--- config.mk ---
export PLATFORM = sky130hd
export DESIGN_NAME = cxp_port
export DESIGN_NICKNAME = d
export VERILOG_FILES = /design/src/hdl/cxp_pkg.sv /design/src/hdl/cxp_sync.sv /design/src/hdl/cxp_live_bank.sv /design/src/hdl/cxp_port.sv
export VERILOG_INCLUDE_DIRS = /design/src /design/src/hdl
export SDC_FILE = /design/constraint.sdc
export NUM_CORES = 1
export LEC_CHECK = 0
export BUFFER_PORTS_ARGS = -buffer_cell sky130_fd_sc_hd__buf_2
export CORE_MARGIN = 2
export CORE_UTILIZATION = 62
export CTS_CLUSTER_DIAMETER = 80
export DETAILED_ROUTE_END_ITERATION = 6
export PLACE_DENSITY = 0.87
export SLEW_MARGIN = 20
export SYNTH_ARGS = -nofsm -noshare
export SYNTH_HDL_FRONTEND = slang
export SYNTH_HIERARCHICAL = 1
export SYNTH_SLANG_ARGS = --single-unit
--- constraint.sdc ---
create_clock -name sys_clk -period 6.1 [get_ports sys_clk]
set_input_delay 0.915 -clock sys_clk [delete_from_list [all_inputs] [get_ports sys_clk]]
set_output_delay 0.915 -clock sys_clk [all_outputs]
set_load 0.02 [all_outputs]
--- src/hdl/cxp_regs.svh ---
// Constants of the crosspoint serial configuration port.
// Included by the package; definitions only.
`ifndef CXP_REGS_SVH
`define CXP_REGS_SVH

// Switch geometry
`define CXP_NUM_OUT 8
`define CXP_SEL_W 4
`define CXP_FIELD_W 5
`define CXP_FRAME_W 40
`define CXP_WORD_W 8

// Full-frame field layout, per output
`define CXP_F_SEL_LSB 0
`define CXP_F_OFF_POS 4

// Addressed word layout
`define CXP_W_OUT_LSB 0
`define CXP_W_OUT_MSB 2
`define CXP_W_IN_LSB 3
`define CXP_W_IN_MSB 6
`define CXP_W_OFF_POS 7

// Live register values
`define CXP_SEL_FIRST 32'h0000_0000
`define CXP_ALL_OFF 8'hFF
`define CXP_ALL_ON 8'h00

// Bit counter
`define CXP_CNT_W 7
`define CXP_CNT_ZERO 7'h00
`define CXP_CNT_ONE 7'h01
`define CXP_CNT_MAX 7'h7F
`define CXP_CNT_WORD 7'h08

// Synchronised pin bus
`define CXP_SYNC_W 7
`define CXP_PIN_CLK 0
`define CXP_PIN_SELN 1
`define CXP_PIN_DIN 2
`define CXP_PIN_MODE 3
`define CXP_PIN_APPLY 4
`define CXP_PIN_RST 5
`define CXP_PIN_ALL_TO_FIRST_INPUT 6
`define CXP_SYNC_RST 7'h02

`endif

--- src/hdl/cxp_pkg.sv ---
// Types of the crosspoint serial configuration port.
// Needs cxp_regs.svh on the include path.
`include "cxp_regs.svh"

package cxp_pkg;

   typedef enum logic [1:0] {CXP_IDLE, CXP_ARMED, CXP_SHIFT, CXP_CLOSE} cxp_phase_t;

   typedef struct packed {
      cxp_phase_t phase;
      logic mode_addr;
      logic [`CXP_CNT_W-1:0] cnt;
      logic [`CXP_FRAME_W-1:0] stage;
      logic [`CXP_WORD_W-1:0] word;
      logic pending;
      logic ser_out;
      logic clk_d;
      logic apply_d;
   } cxp_port_st_t;

   typedef struct packed {
      logic [`CXP_SYNC_W-1:0] s1;
      logic [`CXP_SYNC_W-1:0] s2;
   } cxp_sync_st_t;

   typedef struct packed {
      logic [`CXP_NUM_OUT*`CXP_SEL_W-1:0] sel;
      logic [`CXP_NUM_OUT-1:0] off;
   } cxp_live_st_t;

endpackage

--- src/hdl/cxp_sync.sv ---
// Two-flop synchroniser for every pin of the configuration port.
// Pins are asynchronous to sys_clk; only s2 is read outside.
`timescale 1ns/1ps
`include "cxp_regs.svh"

module cxp_sync
(
   // Clock and reset
   input wire logic sys_clk,
   input wire logic arst_n,
   // Pins
   input wire logic [`CXP_SYNC_W-1:0] async_in,
   output logic [`CXP_SYNC_W-1:0] sync_out
);

   cxp_pkg::cxp_sync_st_t st_reg;
   cxp_pkg::cxp_sync_st_t st_next;

   always_comb
   begin
      st_next.s1 = async_in;
      st_next.s2 = st_reg.s1;
   end

   // Select rests high so nothing looks like a transfer at reset
   always_ff @(posedge sys_clk or negedge arst_n)
   begin
      if (!arst_n)
      begin
         st_reg.s1 <= `CXP_SYNC_RST;
         st_reg.s2 <= `CXP_SYNC_RST;
      end
      else
      begin
         st_reg <= st_next;
      end
   end

   assign sync_out = st_reg.s2;

endmodule

--- src/hdl/cxp_live_bank.sv ---
// Live switch registers that steer the crosspoint matrix.
// Loaded from the staging frame on load; overrides from level inputs.
`timescale 1ns/1ps
`include "cxp_regs.svh"

module cxp_live_bank
(
   // Clock and reset
   input wire logic sys_clk,
   input wire logic arst_n,
   // Control
   input wire logic load,
   input wire logic force_off,
   input wire logic force_first,
   input wire logic [`CXP_FRAME_W-1:0] staged,
   // Live state
   output logic [`CXP_NUM_OUT*`CXP_SEL_W-1:0] live_sel,
   output logic [`CXP_NUM_OUT-1:0] live_off
);

   cxp_pkg::cxp_live_st_t st_reg;
   cxp_pkg::cxp_live_st_t st_next;
   logic [`CXP_NUM_OUT*`CXP_SEL_W-1:0] unp_sel;
   logic [`CXP_NUM_OUT-1:0] unp_off;

   genvar gi;
   generate
      for (gi = 0; gi < `CXP_NUM_OUT; gi = gi + 1)
      begin : g_field
         assign unp_sel[gi*`CXP_SEL_W +: `CXP_SEL_W] =
            staged[gi*`CXP_FIELD_W+`CXP_F_SEL_LSB +: `CXP_SEL_W];
         assign unp_off[gi] = staged[gi*`CXP_FIELD_W+`CXP_F_OFF_POS];
      end
   endgenerate

   always_comb
   begin
      st_next = st_reg;
      if (force_off)
      begin
         st_next.sel = `CXP_SEL_FIRST;
         st_next.off = `CXP_ALL_OFF;
      end
      else if (force_first)
      begin
         st_next.sel = `CXP_SEL_FIRST;
         st_next.off = `CXP_ALL_ON;
      end
      else if (load)
      begin
         st_next.sel = unp_sel;
         st_next.off = unp_off;
      end
   end

   // Power-up state matches the reset pin: all outputs off
   always_ff @(posedge sys_clk or negedge arst_n)
   begin
      if (!arst_n)
      begin
         st_reg.sel <= `CXP_SEL_FIRST;
         st_reg.off <= `CXP_ALL_OFF;
      end
      else
      begin
         st_reg <= st_next;
      end
   end

   assign live_sel = st_reg.sel;
   assign live_off = st_reg.off;

endmodule

--- src/hdl/cxp_port.sv ---
// Serial configuration port of a 16-input, 8-output crosspoint.
// All pins are asynchronous and oversampled by sys_clk at 100 MHz;
// the serial clock must stay well below a quarter of that rate.
//
// Function
// - Frame bits 30-34 set output 6, bits 35-39 output 7, bit 39 last.
// - Addressed 8-bit word changes only the named output's staging field.
// - Word: bits 0-2 output, 3-6 input, bit 7 off; bit 0 first.
// - First rising edge after select falls arms; next falling edge captures.
// - Daisy chaining through serial out works only in full-frame mode.
// - Serial out shows old shift contents; after 40 bits, new bits pass.
// - Apply pulse activates staged configuration; shared apply switches together.
// - Reset level loads input 0 everywhere and turns all outputs off.
// - Broadcast level, with reset low, turns all outputs on, connected to input 0.
// - Reset and broadcast act on level, apart from serial bus, overwriting.
// - While select is high, data and clock activity is ignored, except the rising edge that closes a transfer.
// - Serial data is sampled only on falling serial clock edges.
// - Only an apply pulse moves new data live; apply without data does nothing.
// - Mode low takes a 40-bit frame, five bits per output in order.
`timescale 1ns/1ps
`include "cxp_regs.svh"

module cxp_port
(
   // Clock and reset
   input wire logic sys_clk,
   input wire logic arst_n,
   // Serial link pins
   input wire logic sel_n,
   input wire logic link_clk,
   input wire logic ser_in,
   output logic ser_out,
   // Control pins
   input wire logic mode_addr,
   input wire logic apply,
   input wire logic xpt_reset,
   input wire logic all_to_first_input,
   // Live switch state
   output logic [`CXP_NUM_OUT*`CXP_SEL_W-1:0] out_input_sel,
   output logic [`CXP_NUM_OUT-1:0] out_off
);

   cxp_pkg::cxp_port_st_t st_reg;
   cxp_pkg::cxp_port_st_t st_next;
   logic [`CXP_SYNC_W-1:0] pins;
   logic [`CXP_SYNC_W-1:0] pins_s;
   logic clk_s;
   logic sel_hi;
   logic din_s;
   logic mode_s;
   logic rst_s;
   logic all_to_first_input_s;
   logic clk_rise;
   logic clk_fall;
   logic apply_rise;
   logic apply_go;
   logic commit;
   logic addr_commit;
   logic set_pending;
   logic [`CXP_FIELD_W-1:0] word_field;

   assign pins[`CXP_PIN_CLK] = link_clk;
   assign pins[`CXP_PIN_SELN] = sel_n;
   assign pins[`CXP_PIN_DIN] = ser_in;
   assign pins[`CXP_PIN_MODE] = mode_addr;
   assign pins[`CXP_PIN_APPLY] = apply;
   assign pins[`CXP_PIN_RST] = xpt_reset;
   assign pins[`CXP_PIN_ALL_TO_FIRST_INPUT] = all_to_first_input;

   cxp_sync u_sync
   (
      .sys_clk(sys_clk),
      .arst_n(arst_n),
      .async_in(pins),
      .sync_out(pins_s)
   );

   assign clk_s = pins_s[`CXP_PIN_CLK];
   assign sel_hi = pins_s[`CXP_PIN_SELN];
   assign din_s = pins_s[`CXP_PIN_DIN];
   assign mode_s = pins_s[`CXP_PIN_MODE];
   assign rst_s = pins_s[`CXP_PIN_RST];
   assign all_to_first_input_s = pins_s[`CXP_PIN_ALL_TO_FIRST_INPUT];

   // Edges of the serial clock and apply pin seen at sys_clk rate
   assign clk_rise = clk_s & ~st_reg.clk_d;
   assign clk_fall = ~clk_s & st_reg.clk_d;
   assign apply_rise = pins_s[`CXP_PIN_APPLY] & ~st_reg.apply_d;

   // Transfer closes on the rising edge after select returns high
   assign commit = (st_reg.phase == cxp_pkg::CXP_CLOSE) && clk_rise;
   assign addr_commit = commit && st_reg.mode_addr && (st_reg.cnt >= `CXP_CNT_WORD);
   assign set_pending = commit && (st_reg.mode_addr ? (st_reg.cnt >= `CXP_CNT_WORD)
                                                    : (st_reg.cnt != `CXP_CNT_ZERO));

   // Overrides block apply, reset first
   assign apply_go = apply_rise && st_reg.pending && !rst_s && !all_to_first_input_s;

   assign word_field = {st_reg.word[`CXP_W_OFF_POS],
                        st_reg.word[`CXP_W_IN_MSB:`CXP_W_IN_LSB]};

   always_comb
   begin
      st_next = st_reg;
      st_next.clk_d = clk_s;
      st_next.apply_d = pins_s[`CXP_PIN_APPLY];
      case (st_reg.phase)
         cxp_pkg::CXP_IDLE:
         begin
            if (!sel_hi)
            begin
               st_next.phase = cxp_pkg::CXP_ARMED;
            end
         end
         cxp_pkg::CXP_ARMED:
         begin
            if (sel_hi)
            begin
               st_next.phase = cxp_pkg::CXP_IDLE;
            end
            else if (clk_rise)
            begin
               st_next.phase = cxp_pkg::CXP_SHIFT;
               st_next.mode_addr = mode_s;
               st_next.cnt = `CXP_CNT_ZERO;
            end
         end
         cxp_pkg::CXP_SHIFT:
         begin
            if (sel_hi)
            begin
               st_next.phase = cxp_pkg::CXP_CLOSE;
            end
            else if (clk_fall)
            begin
               if (st_reg.cnt != `CXP_CNT_MAX)
               begin
                  st_next.cnt = st_reg.cnt + `CXP_CNT_ONE;
               end
               st_next.word = {din_s, st_reg.word[`CXP_WORD_W-1:1]};
               if (!st_reg.mode_addr)
               begin
                  // Oldest bit leaves first, so chains pass frames intact
                  st_next.ser_out = st_reg.stage[0];
                  st_next.stage = {din_s, st_reg.stage[`CXP_FRAME_W-1:1]};
               end
            end
         end
         cxp_pkg::CXP_CLOSE:
         begin
            if (clk_rise)
            begin
               st_next.phase = cxp_pkg::CXP_IDLE;
            end
         end
         default:
         begin
            st_next.phase = cxp_pkg::CXP_IDLE;
         end
      endcase
      if (addr_commit)
      begin
         for (int i = 0; i < `CXP_NUM_OUT; i++)
         begin
            if (st_reg.word[`CXP_W_OUT_MSB:`CXP_W_OUT_LSB] == i[2:0])
            begin
               st_next.stage[i*`CXP_FIELD_W +: `CXP_FIELD_W] = word_field;
            end
         end
      end
      // New data wins over a clearing apply in the same cycle
      if (set_pending)
      begin
         st_next.pending = 1'b1;
      end
      else if (apply_go)
      begin
         st_next.pending = 1'b0;
      end
   end

   always_ff @(posedge sys_clk or negedge arst_n)
   begin
      if (!arst_n)
      begin
         st_reg.phase <= cxp_pkg::CXP_IDLE;
         st_reg.mode_addr <= 1'b0;
         st_reg.cnt <= `CXP_CNT_ZERO;
         st_reg.stage <= '0;
         st_reg.word <= '0;
         st_reg.pending <= 1'b0;
         st_reg.ser_out <= 1'b0;
         st_reg.clk_d <= 1'b0;
         st_reg.apply_d <= 1'b0;
      end
      else
      begin
         st_reg <= st_next;
      end
   end

   assign ser_out = st_reg.ser_out;

   cxp_live_bank u_live
   (
      .sys_clk(sys_clk),
      .arst_n(arst_n),
      .load(apply_go),
      .force_off(rst_s),
      .force_first(all_to_first_input_s),
      .staged(st_reg.stage),
      .live_sel(out_input_sel),
      .live_off(out_off)
   );

   // Checking helpers
   logic [`CXP_NUM_OUT*`CXP_SEL_W-1:0] exp_sel;
   logic [`CXP_NUM_OUT-1:0] exp_off;
   logic [`CXP_FRAME_W-1:0] fld_mask;
   logic [`CXP_FRAME_W-1:0] fld_val;

   genvar gk;
   generate
      for (gk = 0; gk < `CXP_NUM_OUT; gk = gk + 1)
      begin : g_exp
         assign exp_sel[gk*`CXP_SEL_W +: `CXP_SEL_W] =
            st_reg.stage[gk*`CXP_FIELD_W +: `CXP_SEL_W];
         assign exp_off[gk] = st_reg.stage[gk*`CXP_FIELD_W+`CXP_F_OFF_POS];
         assign fld_mask[gk*`CXP_FIELD_W +: `CXP_FIELD_W] =
            (st_reg.word[`CXP_W_OUT_MSB:`CXP_W_OUT_LSB] == gk) ? '1 : '0;
         assign fld_val[gk*`CXP_FIELD_W +: `CXP_FIELD_W] =
            (st_reg.word[`CXP_W_OUT_MSB:`CXP_W_OUT_LSB] == gk) ? word_field : '0;
      end
   endgenerate
endmodule

==> flow_metrics.py <==
metrics = {
    "status": {
        "status": "completed",
    },
    "sta": {
        "period_share": 0.370,
        "setup_viol_count_final": 0,
        "finalHoldViolations": 0,
        "layout_setup_ws_ps": 3840,
        "max_freq_ghz": 0.443,
        "max-slew-margin-rel": 0.350,
        "finClkSkew_ps": 6.84,
        "period_minus_slack_ps": 2260,
        "worst_pin_slew_ps": 966,
        "timing.setup.tns_ps": 0,
        "rsz0062_at_grt": "false",
        "timing_max_transition_violations_final": 0,
    },
    "grt": {
        "grt_max_degree": 75,
        "grt_pass1_wl_um": 16200,
        "grt_remaining_overflow": 0,
        "gr-usage-all-layers": 0.244,
        "grt_antenna_before_repair": 0,
        "grt_pass1_vias": 3120,
    },
    "critical_path": {
        "required_ps": 6500,
        "cp-start-kind": "flip-flop",
        "timing.reg2reg.setup_slack_ps": 3840,
        "timing.critical_path.fanout_max": 41,
        "timing.critical_path.to_type": "flip-flop",
        "critical_path_arrival_ps": 2650,
        "r2r-start": "st_reg[60]",
        "critPathKind": "flip-flop to flip-flop",
        "worstRegToRegCells": 4,
        "timing.rr.end": "exp_off[0]",
    },
    "floorplanning": {
        "fp.dieArea_um2": 9030,
        "horizontal_extent_of_the_die_um": 95.1,
        "core_area_um2": 8130,
        "die_h_um": 95.1,
        "io_pins": 50,
        "floorplan.initialDensity": 0.632,
        "fp-row-count": 33,
    },
    "clock_tree": {
        "cts_resized": 0,
        "cts_tree": "yes",
        "clock-sinks": 116,
        "cts_post_setup_buffers_inserted": 0,
        "ctsHoldBuffers": 0,
        "numCtsBuffers": 17,
        "clk_pin_slew_worst_paths_ps": 60,
        "htreeDepth": 4,
        "clock_path_buffers": 2,
        "cts.root.buffer_cell": "sky130_fd_sc_hd__clkbuf_8",
        "clock_latency_ps": 510,
    },
    "yosys": {
        "ys_seq_elements": 116,
        "synth_async_sr_flop_share": 1.00,
        "synth.net_count": 387,
        "yosys_most_used_dff": "sky130_fd_sc_hd__dfrtp_1",
        "synth-edff-count": 0,
        "synth.yosys.seq_area_share": 0.567,
        "postSynthCellCount": 376,
        "post_synth_num_cell_types": 40,
        "ys.warnings.count": 6,
        "syn-cell-area_um2": 5140,
        "syn_area_per_cell_um2": 13.7,
    },
    "finish": {
        "drive_above_1_share": 0.372,
        "layout-area-overhead-vs-synth_pct": 16.9,
        "final_area_um2": 6010,
        "nets": 436,
        "antennaDiodeCount": 0,
        "seq_area_um2": 2920,
        "filler_cell_count": 493,
        "final_cell_mix": "sky130_fd_sc_hd__dfrtp_1 (106), sky130_fd_sc_hd__mux2_2 (49), sky130_fd_sc_hd__buf_2 (48)",
        "multi_input_comb_area_um2": 2030,
        "most_common_library_cell_in_the_layout_ignoring_fill_and_taps": "sky130_fd_sc_hd__dfrtp_1",
    },
    "power": {
        "static-leakage-power_nw": 2.92,
        "power_w": 0.00208,
        "ir_drop_mv": 0.312,
        "p_per_area_nw_per_um2": 346,
    },
    "place": {
        "global_placer_s_final_weighted_congestion": 0.752,
        "buffer_ports.inserted": 49,
        "placement.setup.worst_slack_ps": 3800,
        "post_dp_cell_area_um2": 5360,
        "post-dp-hpwl_um": 6020,
    },
    "drt": {
        "vias_per_inst": 5.66,
        "totalWireLength_um": 9800,
        "antenna_violating_nets_post_route": 0,
        "drc": 0,
        "wl_per_cell_um": 18.0,
        "vias": 3072,
        "drt_first_pass_iters": 5,
        "first_iter_violations": 166,
    },
    "worst_hold_path": {
        "holdCritStartpoint": "u_sync/st_next[5]",
        "worst_hold_path.num_cells": 0,
        "holdCritPathClass": "flip-flop to flip-flop",
        "worstHoldEndpoint": "u_sync/sync_out[5]",
    },
    "job": {
        "max_cap_violations": 0,
    },
}
[cells by family after synthesis]
kind of cell	after synthesis	share of synthesized area
adder cells (fa/ha/maj)	2	0.00487
AO/OA/AOI/OAI	19	0.0273
AND/OR/NAND/NOR	79	0.0769
flip-flops	116	0.567
XOR/XNOR	4	0.00682
buffers and inverters	27	0.0407
multiplexers	129	0.276
[layer usage]
layer / global-route usage / share of wire / up-vias
li1: - / - / 1416
met1: 0.330 / 0.45 / 1571
met2: 0.378 / 0.49 / 71
met3: 0.0719 / 0.044 / 14
met4: 0.0882 / 0.014 / 0
met5: 0 / 0 / -
[how the worst max path moves through the flow]
stage,end,cells after the start,from,slack (ps)
2_1_floorplan,exp_off[5],6,st_reg[60],4120
3_3_place_gp,u_live/live_sel[22],2,arst_n,3840
3_5_place_dp,u_live/live_sel[26],2,arst_n,3800
4_1_cts,st_reg[55],4,st_reg[60],3820
5_1_grt,u_live/live_off[5],4,u_sync/sync_out[5],3720
6_report,exp_off[0],4,st_reg[60],3840
[layout make-up]
cell class | count | share of cell area
clock inverters | 12 | 0.0335
repair buffers | 52 | 0.0450
clock buffers | 20 | 0.0741
flip-flops and latches | 116 | 0.485
well taps | 105 | 0.0219
inverters | 5 | 0.00312
multi-input cells | 233 | 0.337
[per-stage QoR]
stage / cells / hold WS, ps / util
6_report: 543 / 346 / 0.739
2_1_floorplan: 376 / 331 / -
3_5_place_dp: 511 / 336 / 0.659
4_1_cts: 543 / 347 / 0.738
3_3_place_gp: 511 / 333 / 0.659
5_1_grt: 543 / 356 / 0.739
[critical path, cell delays in order, from the launching register on]
cell	delay [ps]
sky130_fd_sc_hd__dfrtp_1	380
sky130_fd_sc_hd__nand2b_2	230
sky130_fd_sc_hd__or4_4	790
sky130_fd_sc_hd__mux2_1	440
sky130_fd_sc_hd__mux2_2	270
[cells in the mapped netlist (3+ instances only)]
master	n	share of area
sky130_fd_sc_hd__nand3_1	7	0.0068
sky130_fd_sc_hd__buf_6	5	0.011
sky130_fd_sc_hd__nor3_1	5	0.0049
sky130_fd_sc_hd__inv_1	5	0.0037
sky130_fd_sc_hd__mux2_1	34	0.074
sky130_fd_sc_hd__nor2_2	10	0.012
sky130_fd_sc_hd__dfrtp_1	106	0.52
sky130_fd_sc_hd__a22o_1	4	0.0068
sky130_fd_sc_hd__nor4_1	3	0.0037
sky130_fd_sc_hd__dfstp_2	10	0.051
sky130_fd_sc_hd__nand2_1	13	0.0095
sky130_fd_sc_hd__o21bai_1	8	0.012
sky130_fd_sc_hd__mux2i_1	41	0.080
sky130_fd_sc_hd__mux2_4	5	0.015
sky130_fd_sc_hd__mux2_2	49	0.11
sky130_fd_sc_hd__buf_8	4	0.012
sky130_fd_sc_hd__buf_2	4	0.0039
sky130_fd_sc_hd__o21ai_0	3	0.0029
sky130_fd_sc_hd__nor2_1	27	0.020
sky130_fd_sc_hd__buf_1	5	0.0037
[report_power, final]
| part | switching (W) | total [W] | internal, W |
|---|---|---|---|
| combinational | 0.0000748 | 0.000134 | 0.0000588 |
| sequential | 0.0000618 | 0.000876 | 0.000814 |
| clock | 0.000343 | 0.00107 | 0.000727 |
| total | 0.000480 | 0.00208 | 0.00160 |
(Power assumes the default switching activity.)
